[config.mk]
export PLATFORM = sky130hd
export DESIGN_NAME = lcrb_lane_cfg
export DESIGN_NICKNAME = d
export VERILOG_FILES = /design/src/pkg/lcrb_pkg.sv /design/src/logic/lcrb_lane_cfg.sv
export VERILOG_INCLUDE_DIRS = /design/src /design/src/pkg
export SDC_FILE = /design/constraint.sdc
export NUM_CORES = 1
export LEC_CHECK = 0
export ABC_AREA = 1
export BUFFER_PORTS_ARGS = -buffer_cell sky130_fd_sc_hd__buf_4
export CAP_MARGIN = 30
export CORE_MARGIN = 3
export CORE_UTILIZATION = 30
export CTS_CLUSTER_SIZE = 8
export DETAILED_ROUTE_END_ITERATION = 6
export HOLD_SLACK_MARGIN = 0.06
export MAX_ROUTING_LAYER = met4
export SETUP_SLACK_MARGIN = 0.02
export SYNTH_ARGS = -nofsm -noshare
export SYNTH_HDL_FRONTEND = slang
export SYNTH_SLANG_ARGS = --single-unit
export TNS_END_PERCENT = 10
[constraint.sdc]
create_clock -name ref_clk_in -period 2.1 [get_ports ref_clk_in]
set_input_delay 0.42 -clock ref_clk_in [delete_from_list [all_inputs] [get_ports ref_clk_in]]
set_output_delay 0.42 -clock ref_clk_in [all_outputs]
set_load 0.005 [all_outputs]
[src/pkg/lcrb_consts.svh]
// constants for the lane configuration register bank
// assumes a 50 MHz device clock and byte-wide register access
`ifndef LCRB_CONSTS_SVH
`define LCRB_CONSTS_SVH
// register offsets
`define LCRB_OFS_DETECT 8'h1C
`define LCRB_OFS_EQUALIZER 8'h1D
`define LCRB_OFS_SWING 8'h1E
`define LCRB_OFS_DEEMPH 8'h1F
// reset values
`define LCRB_RST_DETECT 8'h00
`define LCRB_RST_EQUALIZER 8'h2F
`define LCRB_RST_SWING 8'hAD
`define LCRB_RST_DEEMPH 8'h02
// writable bit masks, status bit excluded
`define LCRB_MASK_FULL 8'hFF
`define LCRB_MASK_DEEMPH 8'h7F
// field positions
`define LCRB_MODE_HI 3
`define LCRB_MODE_LO 2
`define LCRB_SCP_BIT 7
`define LCRB_STAT_BIT 7
`define LCRB_FIELD3_HI 2
// detect timing
`define LCRB_CLK_HZ 50000000
`define LCRB_ATTEMPT_MS 12
`define LCRB_LIMIT_MS 600
`define LCRB_ATTEMPT_CYC ((`LCRB_CLK_HZ / 1000) * `LCRB_ATTEMPT_MS)
`define LCRB_MAX_ATTEMPTS (`LCRB_LIMIT_MS / `LCRB_ATTEMPT_MS)
`endif

[src/pkg/lcrb_pkg.sv]
// types for the lane configuration register bank
// assumes the constants header is included alongside
package lcrb_pkg;
  // detect mode codes
  typedef enum logic [1:0] {
    LCRB_MODE_HIZ = 2'h0,
    LCRB_MODE_AUTO_LIMITED = 2'h1,
    LCRB_MODE_AUTO_FOREVER = 2'h2,
    LCRB_MODE_TERM = 2'h3
  } lcrb_mode_t;
  // byte access from the serial slave front end
  typedef struct packed {
    logic wr;
    logic rd;
    logic [7:0] addr;
    logic [7:0] data;
  } lcrb_req_t;
  // analog settings handed to the lane
  typedef struct packed {
    logic [7:0] equalizer_setting;
    logic short_protect;
    logic [2:0] output_swing;
    logic [2:0] output_deemphasis;
  } lcrb_lane_t;
endpackage : lcrb_pkg
[src/logic/lcrb_lane_cfg.sv]
// per-lane config registers with receiver-detect sequencer
// assumes a serial slave front end that hands over decoded byte accesses
`timescale 1ns/1ps
`include "lcrb_consts.svh"

module lcrb_lane_cfg
  import lcrb_pkg::*;
#(
  parameter int ATTEMPT_CYC = `LCRB_ATTEMPT_CYC,
  parameter int MAX_ATTEMPTS = `LCRB_MAX_ATTEMPTS
) (
  input wire logic ref_clk_in,
  input wire logic rst_n_in,
  input wire lcrb_req_t req_in,
  input wire logic reg_override_in,
  input wire logic [1:0] detect_mode_pin_in,
  input wire logic far_end_present_in,
  output logic [7:0] rd_data_out,
  output lcrb_lane_t lane_out,
  output logic detect_attempt_out,
  output logic term_50_out
);

  // offsets, reset values and write masks, one entry per register
  localparam int NREG = 4;
  localparam logic [7:0] REG_ADDR [NREG] = '{`LCRB_OFS_DETECT, `LCRB_OFS_EQUALIZER,
    `LCRB_OFS_SWING, `LCRB_OFS_DEEMPH};
  localparam logic [7:0] REG_RST [NREG] = '{`LCRB_RST_DETECT, `LCRB_RST_EQUALIZER,
    `LCRB_RST_SWING, `LCRB_RST_DEEMPH};
  localparam logic [7:0] REG_MASK [NREG] = '{`LCRB_MASK_FULL, `LCRB_MASK_FULL,
    `LCRB_MASK_FULL, `LCRB_MASK_DEEMPH};
  // 20-bit timer holds a full 12 ms period at the 50 MHz clock
  localparam logic [19:0] ATTEMPT_LAST = 20'(ATTEMPT_CYC - 1);
  localparam logic [6:0] ATTEMPT_LIMIT = 7'(MAX_ATTEMPTS);

  // one-hot sequencer states; giveup keeps the input hi-z
  typedef enum logic [4:0] {
    ST_HIZ = 5'h01,
    ST_WAIT = 5'h02,
    ST_CHECK = 5'h04,
    ST_TERM = 5'h08,
    ST_GIVEUP = 5'h10
  } lcrb_state_t;

  logic [7:0] regs [NREG];
  logic [7:0] next_regs [NREG];
  logic [7:0] rd_data;
  logic [7:0] next_rd_data;
  lcrb_lane_t next_lane;
  lcrb_mode_t eff_mode;
  lcrb_mode_t next_eff_mode;
  lcrb_mode_t mode_prev;
  lcrb_state_t state;
  lcrb_state_t next_state;
  logic [19:0] timer;
  logic [19:0] next_timer;
  logic [6:0] attempts;
  logic [6:0] next_attempts;
  logic next_attempt;
  logic next_term;

  // one byte register per entry; the status bit is never stored
  genvar gi;
  generate
    for (gi = 0; gi < NREG; gi++) begin : g_reg
      always_comb begin
        next_regs[gi] = regs[gi];
        if (req_in.wr && req_in.addr == REG_ADDR[gi]) begin
          next_regs[gi] = req_in.data & REG_MASK[gi];
        end
      end
      always_ff @(posedge ref_clk_in or negedge rst_n_in) begin
        if (!rst_n_in) begin
          regs[gi] <= REG_RST[gi];
        end else begin
          regs[gi] <= next_regs[gi];
        end
      end
    end
  endgenerate

  // read mux; unmapped offsets read zero
  always_comb begin
    next_rd_data = rd_data;
    if (req_in.rd) begin
      next_rd_data = 8'h00;
      for (int i = 0; i < NREG; i++) begin
        if (req_in.addr == REG_ADDR[i]) begin
          next_rd_data = regs[i];
        end
      end
      if (req_in.addr == `LCRB_OFS_DEEMPH) begin
        next_rd_data[`LCRB_STAT_BIT] = term_50_out;
      end
    end
  end

  always_ff @(posedge ref_clk_in or negedge rst_n_in) begin
    if (!rst_n_in) begin
      rd_data <= 8'h00;
    end else begin
      rd_data <= next_rd_data;
    end
  end

  assign rd_data_out = rd_data;

  // lane settings follow the registers one cycle after a write
  always_comb begin
    next_lane.equalizer_setting = next_regs[1];
    next_lane.short_protect = next_regs[2][`LCRB_SCP_BIT];
    next_lane.output_swing = next_regs[2][`LCRB_FIELD3_HI:0];
    next_lane.output_deemphasis = next_regs[3][`LCRB_FIELD3_HI:0];
  end

  always_ff @(posedge ref_clk_in or negedge rst_n_in) begin
    if (!rst_n_in) begin
      lane_out <= '{`LCRB_RST_EQUALIZER, 1'b1, 3'h5, 3'h2};
    end else begin
      lane_out <= next_lane;
    end
  end

  always_comb begin
    if (reg_override_in) begin
      next_eff_mode = lcrb_mode_t'(regs[0][`LCRB_MODE_HI:`LCRB_MODE_LO]);
    end else begin
      next_eff_mode = lcrb_mode_t'(detect_mode_pin_in);
    end
  end

  // detect sequencer; any mode change restarts from hi-z
  always_comb begin
    next_state = state;
    next_timer = timer;
    next_attempts = attempts;
    next_attempt = 1'b0;
    if (eff_mode != mode_prev) begin
      next_state = ST_HIZ;
      next_timer = 20'h00000;
      next_attempts = 7'h00;
    end else begin
      case (state)
        ST_HIZ: begin
          next_timer = 20'h00000;
          next_attempts = 7'h00;
          if (eff_mode == LCRB_MODE_TERM) begin
            next_state = ST_TERM;
          end else if (eff_mode != LCRB_MODE_HIZ) begin
            next_state = ST_WAIT;
          end
        end
        ST_WAIT: begin
          if (timer == ATTEMPT_LAST) begin
            next_timer = 20'h00000;
            next_attempt = 1'b1;
            next_state = ST_CHECK;
          end else begin
            next_timer = timer + 20'h00001;
          end
        end
        ST_CHECK: begin
          next_attempts = attempts + 7'h01;
          if (far_end_present_in) begin
            next_state = ST_TERM;
          end else if (eff_mode == LCRB_MODE_AUTO_LIMITED &&
                       next_attempts >= ATTEMPT_LIMIT) begin
            next_state = ST_GIVEUP; // stays hi-z until mode changes
          end else begin
            next_state = ST_WAIT;
            next_timer = 20'h00001; // check cycle counts toward the period
          end
        end
        ST_TERM: next_state = ST_TERM;
        ST_GIVEUP: next_state = ST_GIVEUP;
        default: next_state = ST_HIZ;
      endcase
    end
    next_term = (next_state == ST_TERM);
  end

  always_ff @(posedge ref_clk_in or negedge rst_n_in) begin
    if (!rst_n_in) begin
      eff_mode <= LCRB_MODE_HIZ;
      mode_prev <= LCRB_MODE_HIZ;
      state <= ST_HIZ;
      timer <= 20'h00000;
      attempts <= 7'h00;
      detect_attempt_out <= 1'b0;
      term_50_out <= 1'b0;
    end else begin
      eff_mode <= next_eff_mode;
      mode_prev <= eff_mode;
      state <= next_state;
      timer <= next_timer;
      attempts <= next_attempts;
      detect_attempt_out <= next_attempt;
      term_50_out <= next_term;
    end
  end
endmodule : lcrb_lane_cfg

==> flow_summary.ini, run 1 <==
[setup_path]
timing.rr.end = timer[19]
r2r_cells = 10
crit_path_start_kind = register
end_kind = register
cpMostUsedCell = nor2_1
reg2reg_slack_ns = 0.29
crit_arrival_ns = 2.02
cp_max_fo = 10
path_class = reg2reg
worstPathRequired_ns = 2.31
slowest_stage = dfrtp_1
worstReg2RegStart = timer[1]
critPathCapture = timer[19]
startpoint = timer[1]
cpPeakStageDelay_ns = 0.39
cp_cell_sequence = ha_1 -> inv_1 -> nor2_1 -> inv_1 -> nor2_1 -> nand3_2 -> nand3_1 -> nor2_1 -> nand2_1 -> nand2_1

[placed_design]
numPortBuffers = 48
place.gp.congestion = 0.946
hpwl_mm = 7.29
placed_cells = 740
pre_cts_ws_ns = 0.174
place_area_um2 = 4670

[detailed_routing]
drc = 0
drt_iter0_drc = 212
wl_mm = 9.82
postRouteAntennaNets = 0
route.vias.total = 3628
viasPerCell = 4.81
wl_per_cell_um = 13.0
firstDrtPassIters = 7

[layout]
diodes = 0
final_cell_area_um2 = 4930
drive_gt1_share_pct = 18.0
final_nets = 602
fin_util_pct = 37.0
stdcell_count = 755
area_delta_synth_final_pct = 19.1

[global_route]
grt_pass1_wl_mm = 16.8
antenna_found_initial = 0
grt_usage_pct = 14.1
grt_overflow = 0
grt_start_max_net_pins = 38
grt_pass1_vias = 3528

[synthesis]
synth_nets = 556
async_reset_ff_share_pct = 100
synth-seq-cells = 77
synth_top_flop_cell = dfrtp_1
synth_area_um2 = 4140
synthTopCellsByArea = dfrtp_1, nand2_1, dfstp_2, nand3_1, o21ai_0
synth_top_cell_area_share_pct = 39.3
yosys_warnings = 0
synth_top_area_cell = dfrtp_1
yosysUniqueCellTypes = 37
synth_common_cells = nand2_1, dfrtp_1, nand3_1, inv_1, nor2_1
syn_avg_cell_area_um2 = 7.83
synth_edf_count = 0
yosysSeqAreaShare_pct = 46.9
synth_most_common_cell = nand2_1
syn_inst = 529

[clocking]
post_cts_resized = 0
tritoncts = built
cts_buffer_depth = 2
cts.sinks = 77
numCtsBuffers = 9
cts.clk_slew.worst_paths_ns = 0.06
htreeDepth = 3
cts_hold_buf = 0
ctsRootBufferMaster = clkbuf_16
cts_setup_buffers = 0
clk_latency_ns = 0.33

[floorplan]
die_w_um = 123
row_count = 42
core_um2 = 13300
fp.dieArea_um2 = 15300
die_y_um = 123
start_util_pct = 31.0
io_pins = 49

[hold_path]
hp-class = in2async

[timing]
drv_slew = 0
timing.final.crit_share_pct = 86.2
hold_slack_ns = 0.0539
hold_violations = 0
rsz0062_at_grt = false
maxSlewHeadroom_pct = 63.7
final.setup_skew_ns = 0.00836
setup_slack_ns = 0.291
fmaxAchievable_ghz = 0.553
fin_crit_ns = 1.81
setup_tns_ns = 0
worstMarginPinSlew_ns = 0.543
setup_viol = 0

[pwr]
ir_drop_mv = 0.413
p_per_area_nw_per_um2 = 650
power_leakage_nw = 2.33
fin_total_pwr_mw = 3.21

[run]
drv_cap = 0

[run_status]
outcome = finished clean
power breakdown:
part | leakage [nW] | internal (mW) | switching [mW] | total (mW)
clock | 0.123 | 0.828 | 0.559 | 1.39
sequential | 1.02 | 1.53 | 0.0301 | 1.56
combinational | 1.18 | 0.0993 | 0.158 | 0.257
total | 2.33 | 2.46 | 0.747 | 3.21
per-layer routing:
metal  vias to the layer above  part of all wire (%)  GRT usage (%)
li1                       1819                     -              -
met1                      1728                    46           18.1
met2                        75                    49           22.8
met3                         6                   3.7           3.06
met4                         0                  0.80           3.60
met5                         -                     0              -
worst min path at each step:
stage	endpoint	slack, ns
6_report	detect_attempt_out	0.05
5_1_grt	attempts[2]	0.1
4_1_cts	attempts[2]	0.08
3_5_place_dp	detect_attempt_out	0.43
3_3_place_gp	detect_attempt_out	0.42
2_1_floorplan	attempts[0]	0.12
area by class of cell:
cell class,count,area [um2]
Timing Repair Buffer,63,485
Clock inverter,1,7.51
Clock buffer,14,254
Inverter,52,195
Tap cell,176,220
Multi-Input combinational cell,372,1830
Fill cell,1408,8410
Sequential cell,77,1940
critical path, delay by kind of cell (launching register included):
| kind | cells | cell delay (ns) |
|---|---|---|
| DFF | 1 | 0.39 |
| and+or+nand+nor | 7 | 0.87 |
| adders and majority gates | 1 | 0.26 |
| buffers and inverters | 2 | 0.16 |
layout by cell type (no fill, tap or decap), types with 2 or more instances in the layout:
master / n
nand2_1: 140
dfrtp_1: 65
buf_4: 62
nand3_1: 60
inv_1: 48
nor2_1: 43
o21ai_0: 40
nand4_1: 24
a21oi_1: 13
dfstp_2: 12
clkbuf_16: 9
nor3_1: 7
xor2_1: 7
xnor2_1: 5
nand3_2: 4
o21ai_1: 4
o22ai_1: 4
clkbuf_1: 4
inv_2: 3
nor3_2: 3
ha_1: 3
mux2_2: 2
or2_2: 2
logic make-up after synthesis:
group                    count (synthesis)  share of synthesized area (%)
XOR/XNOR                                12                           2.54
buffers and inverters                   80                           9.06
adder cells (fa/ha/maj)                  3                          0.906
flip-flops                              77                           46.9
AO/OA/AOI/OAI                           66                           8.67
AND/OR/NAND/NOR                        289                           31.4
multiplexers                             2                          0.544
flip-flops by register name, indices dropped and copies added, names as in the netlist:
name                flops
lane_out               10
mode_prev               2
regs                   21
eff_mode                2
detect_attempt_out      1
term_50_out             1
rd_data_out             8
state                   5
timer                  20
attempts                7
Power figures use the tool's default switching activity.
==> run 2, diff against run 1 <==
Clock period 2.1 ns to 1.7 ns, I/O delays scaled along.
==> flow_summary.ini, run 2 (synthesis gave the netlist of run 1 again) <==
[clocking]
ctsRootBufferMaster = clkbuf_16
clk_latency_ns = 0.34
numCtsBuffers = 9
cts_buffer_depth = 2
cts.clk_slew.worst_paths_ns = 0.07
cts.sinks = 77
tritoncts = built
htreeDepth = 3

[hold_path]
hp-class = in2reg

[setup_path]
end_kind = register
cpPeakStageDelay_ns = 0.40
cp_max_fo = 5
worstPathRequired_ns = 1.98
cp_cell_sequence = buf_6 -> ha_4 -> nand2_4 -> nor2_4 -> inv_2 -> nand2_2 -> inv_2 -> nand3_2 -> nand2_2 -> nand3_2 -> nand2_4 -> clkbuf_16 -> nand2_2 -> nand2_2
path_class = reg2reg
crit_arrival_ns = 2.05
path_delay_family = simple AND/OR/NAND/NOR gates
slowest_stage = dfrtp_1
cpMostUsedCell = nand2_2
cp.buffers_inverters = 4
crit_path_start_kind = register

[timing]
final.setup_skew_ns = 0.00882
hold_violations = 0
timing.final.crit_share_pct = 104
fmaxAchievable_ghz = 0.565
maxSlewHeadroom_pct = 68.6
setup_slack_ns = -0.0687
setup_viol = 20
rsz0062_at_grt = true
setup_tns_ns = -0.858
drv_slew = 0
worstMarginPinSlew_ns = 0.471
fin_crit_ns = 1.77
hold_slack_ns = 0.236

[floorplan]
die_w_um = 123
io_pins = 49
row_count = 42
die_y_um = 123
fp.dieArea_um2 = 15300
start_util_pct = 31.0
core_um2 = 13300

[detailed_routing]
route.vias.total = 3711
drc = 0
viasPerCell = 4.78
wl_per_cell_um = 13.5
postRouteAntennaNets = 0
drt_iter0_drc = 128
firstDrtPassIters = 4
wl_mm = 10.5

[layout]
mostFrequentLayoutCells = nand2_1, buf_4, dfrtp_1
final_common_cell = nand2_1
reg_top3 = regs x21, timer x20, lane_out x10
diodes = 0
area_delta_synth_final_pct = 28.5
largest_register_ffs = 21
drive_gt1_share_pct = 26.3
final_nets = 623
top_register = regs

[global_route]
grt_start_max_net_pins = 35
grt_usage_pct = 14.5
grt_pass1_vias = 3553
grt_overflow = 0
grt_pass1_wl_mm = 17.2
antenna_found_initial = 0

[run_status]
outcome = finished with violations
violations = negative setup slack

[placed_design]
place.gp.congestion = 0.905
numPortBuffers = 48
pre_cts_ws_ns = -0.0139
hpwl_mm = 7.50

[run]
drv_cap = 0

[pwr]
p_per_area_nw_per_um2 = 813
ir_drop_mv = 0.392
power_leakage_nw = 2.52
-- run 2: cell types whose count changed in the layout (fill, tap and decap cells not counted), moves of 3 or more --
cell	delta
clkinv_4	+3
inv_1	-4
clkbuf_1	-4
nand2_1	-14
buf_4	+14
nand2_2	+12
inv_2	+4
-- run 2: final cells by class --
| class | count | area [um2] |
|---|---|---|
| multi-input combinational | 372 | 1940 |
| sequential | 77 | 1940 |
| clock buffer | 10 | 239 |
| tap | 176 | 220 |
| fill | 1370 | 8020 |
| clock inverter | 6 | 70.1 |
| timing repair buffer | 84 | 713 |
| inverter | 52 | 195 |
-- run 2: what timing repair did --
item / in CTS / in global routing
hold endpoints to repair: 29 / 0
resized for setup: 6 / 32
setup buffers: 1 / 2
hold buffers: 1 / 0
endpoints found under the setup margin: 21 / 31
gates cloned: 0 / 3
pin swaps: 0 / 10
-- run 2: through the flow --
stage          utilization (%)  power, mW  instance area (um2)  std cells
6_report                  39.9       4.33                 5320        777
4_1_cts                   38.5       4.32                 5140        773
3_5_place_dp              36.0       2.31                 4800        755
3_3_place_gp              36.0       2.30                 4800        755
5_1_grt                   39.9       4.49                 5320        777
2_1_floorplan                -       2.13                 4140        529
-- run 2: routing by layer --
metal | GRT usage (%) | share of wire [%] | routed length [um] | vias up
met5 | - | 0 | 0 | -
met4 | 4.84 | 1.2 | 129 | 0
met3 | 2.74 | 4.5 | 473 | 12
met2 | 22.6 | 48 | 5050 | 87
met1 | 19.1 | 46 | 4860 | 1742
li1 | - | - | - | 1870
-- run 2: worst paths after layout --
kind	from	to	slack (ns)	cells after the start
max in group asynchronous	rst_n_in	lane_out[12]	0.60	3
worst min-delay path	detect_mode_pin_in[1]	eff_mode[1]	0.24	2
min in group asynchronous	rst_n_in	attempts[2]	0.52	2
worst max-delay path	attempts[1]	timer[2]	-0.07	14
worst max register to register	attempts[1]	timer[2]	-0.07	14
worst min register to register	regs[4]	regs[4]	0.48	2
-- run 2: worst register-to-register path: stages, from the launching register on --
cell and delay, ns:
dfrtp_1 0.40, buf_6 0.13, ha_4 0.16, nand2_4 0.10, nor2_4 0.05, inv_2 0.05
nand2_2 0.06, inv_2 0.06, nand3_2 0.08, nand2_2 0.09, nand3_2 0.10, nand2_4 0.16
clkbuf_16 0.17, nand2_2 0.05, nand2_2 0.07
-- run 2: report_power, final --
part	internal, mW	leakage, nW	switching (mW)
Combinational	0.174	1.34	0.221
Sequential	1.89	1.02	0.0337
Clock	1.19	0.153	0.817
==> run 3, diff against run 2 <==
Settings changed: BUFFER_PORTS_ARGS -buffer_cell sky130_fd_sc_hd__buf_4 to unset, DONT_BUFFER_PORTS set to 1, RECOVER_POWER set to 50.
==> flow_summary.ini, run 3 (synthesis gave the netlist of run 1 again) <==
[pwr]
fin_total_pwr_mw = 4.03
p_per_area_nw_per_um2 = 814
clkPwrFrac_pct = 45.2
pwr-share-comb_pct = 6.8
swShare_pct = 25.2
power.internal_mw = 3.01
switchingPower_mw = 1.01
power_leakage_nw = 2.23
p_seq_share_pct = 48.0
ir_drop_mv = 0.643

[layout]
multi_input_area_um2 = 1980
regArea_um2 = 1950
reg_top3 = regs x21, timer x20, lane_out x10
diodes = 0
top_register = regs
stdcell_count = 729
fill_cells = 1398
drive_gt1_share_pct = 21.9
final_common_cell = nand2_1
mostFrequentLayoutCells = nand2_1, dfrtp_1, nand3_1
final_nets = 575
area_delta_synth_final_pct = 19.5
largest_register_ffs = 21

[setup_path]
cpMostUsedCell = nand2_1
cp.buffers_inverters = 2
worstPathRequired_ns = 1.92
r2r_cells = 12
cp.depth = 12
end_kind = register
slowest_stage = dfrtp_2
crit_arrival_ns = 1.89
cp_max_fo = 5
crit_path_start_kind = register
path_class = reg2reg
cpPeakStageDelay_ns = 0.41
cp_cell_sequence = inv_2 -> ha_4 -> nand2_2 -> a21oi_2 -> nand2_1 -> nand3_2 -> nand2_2 -> nand3_2 -> nand2_4 -> clkbuf_16 -> nand2_1 -> nand2_1
path_delay_family = simple AND/OR/NAND/NOR gates

[run]
drv_cap = 0

[floorplan]
die_w_um = 123
io_pins = 49
row_count = 42
die_y_um = 123
core_um2 = 13300
start_util_pct = 31.0
fp.dieArea_um2 = 15300

[detailed_routing]
wl_per_cell_um = 14.0
drc = 0
viasPerCell = 5.01
route.vias.total = 3649
firstDrtPassIters = 5
drt_iter0_drc = 251
postRouteAntennaNets = 0
wl_mm = 10.2

[hold_path]
hp-class = in2async

[clocking]
cts.sinks = 77
clk_latency_ns = 0.33
cts_buffer_depth = 2
htreeDepth = 3
cts.clk_slew.worst_paths_ns = 0.07
ctsRootBufferMaster = clkbuf_16
tritoncts = built
numCtsBuffers = 9

[placed_design]
placed_cells = 707
place.gp.congestion = 0.907
numPortBuffers = 0
pre_cts_ws_ns = -0.0219
hpwl_mm = 7.14

[run_status]
violations = negative hold slack
outcome = finished with violations

[timing]
maxSlewHeadroom_pct = 65.3
fin_crit_ns = 1.67
final.setup_skew_ns = 0.0102
hold_violations = 77
timing.final.crit_share_pct = 98.1
setup_slack_ns = 0.0316
drv_slew = 0
hold_slack_ns = -0.306
rsz0062_at_grt = true
worstMarginPinSlew_ns = 0.517
fmaxAchievable_ghz = 0.599
setup_viol = 0
setup_tns_ns = 0

[global_route]
grt_pass1_wl_mm = 16.6
grt_usage_pct = 14.0
antenna_found_initial = 0
grt_overflow = 0
grt_start_max_net_pins = 78
grt_pass1_vias = 3424
[run 3: cell types whose count changed in the layout (fill, tap and decap cells not counted), moves of 3 or more]
cell	previous run	this run
nor2_2	1	4
buf_4	76	29
nand2_2	12	19
nor2_1	41	37
nand2_1	126	120
[run 3: layer usage]
metal	part of all wire, %	up-vias	global-route usage (%)
met5	0	-	-
met3	5.6	12	3.84
met2	49	116	22.2
met4	1.4	0	3.81
li1	-	1783	-
met1	44	1738	17.7
[run 3: worst paths after layout]
check                                       from          end  slack (ns)
max                                  attempts[1]    timer[17]        0.03
min                                     rst_n_in  attempts[3]       -0.31
max reg2reg                          attempts[1]    timer[17]        0.03
min reg2reg                              regs[4]      regs[4]        0.49
max in group asynchronous               rst_n_in     state[0]        1.76
min in group ref_clk_in    detect_mode_pin_in[1]  eff_mode[1]        0.16
[run 3: what timing repair did]
item / CTS / global route
cloned: 0 / 4
gates resized for setup: 4 / 46
setup buffers: 0 / 3
pin swaps: 0 / 16
endpoints found under the setup margin: 20 / 21
hold endpoints to repair: 77 / 77
[run 3: power groups by stage]
stage	Clock, mW	Sequential (mW)	Combinational (mW)
global route	1.95	1.94	0.309
finish	1.82	1.93	0.274
detailed placement	0	1.97	0.227
global placement	0	1.96	0.221
floorplan	0	1.95	0.182
CTS	1.85	1.93	0.227
[run 3: area by class of cell]
class | count | area share (%)
multi-input cells | 373 | 40.1
flip-flops and latches | 77 | 39.3
repair buffers | 35 | 6.50
clock buffers | 9 | 4.55
well taps | 176 | 4.45
inverters | 52 | 3.95
clock inverters | 7 | 1.16
[run 3: metrics by stage]
stage	cell area, um2	hold slack, ns	util, %
after CTS	4710	-0.312	35.3
after global placement	4420	0.0479	33.1
after detailed placement	4420	0.0481	33.1
after global routing	4950	-0.324	37.1
final	4950	-0.306	37.1
after floorplan	4140	0.0444	-
[run 3: worst register-to-register path, delay by kind of cell, from the launching register on]
kind                       cells  cell delay [ns]
DFF                            1             0.41
adders and majority gates      1             0.27
AOI/OAI and AO/OA              1             0.09
and+or+nand+nor                8             0.52
buffers and inverters          2             0.25
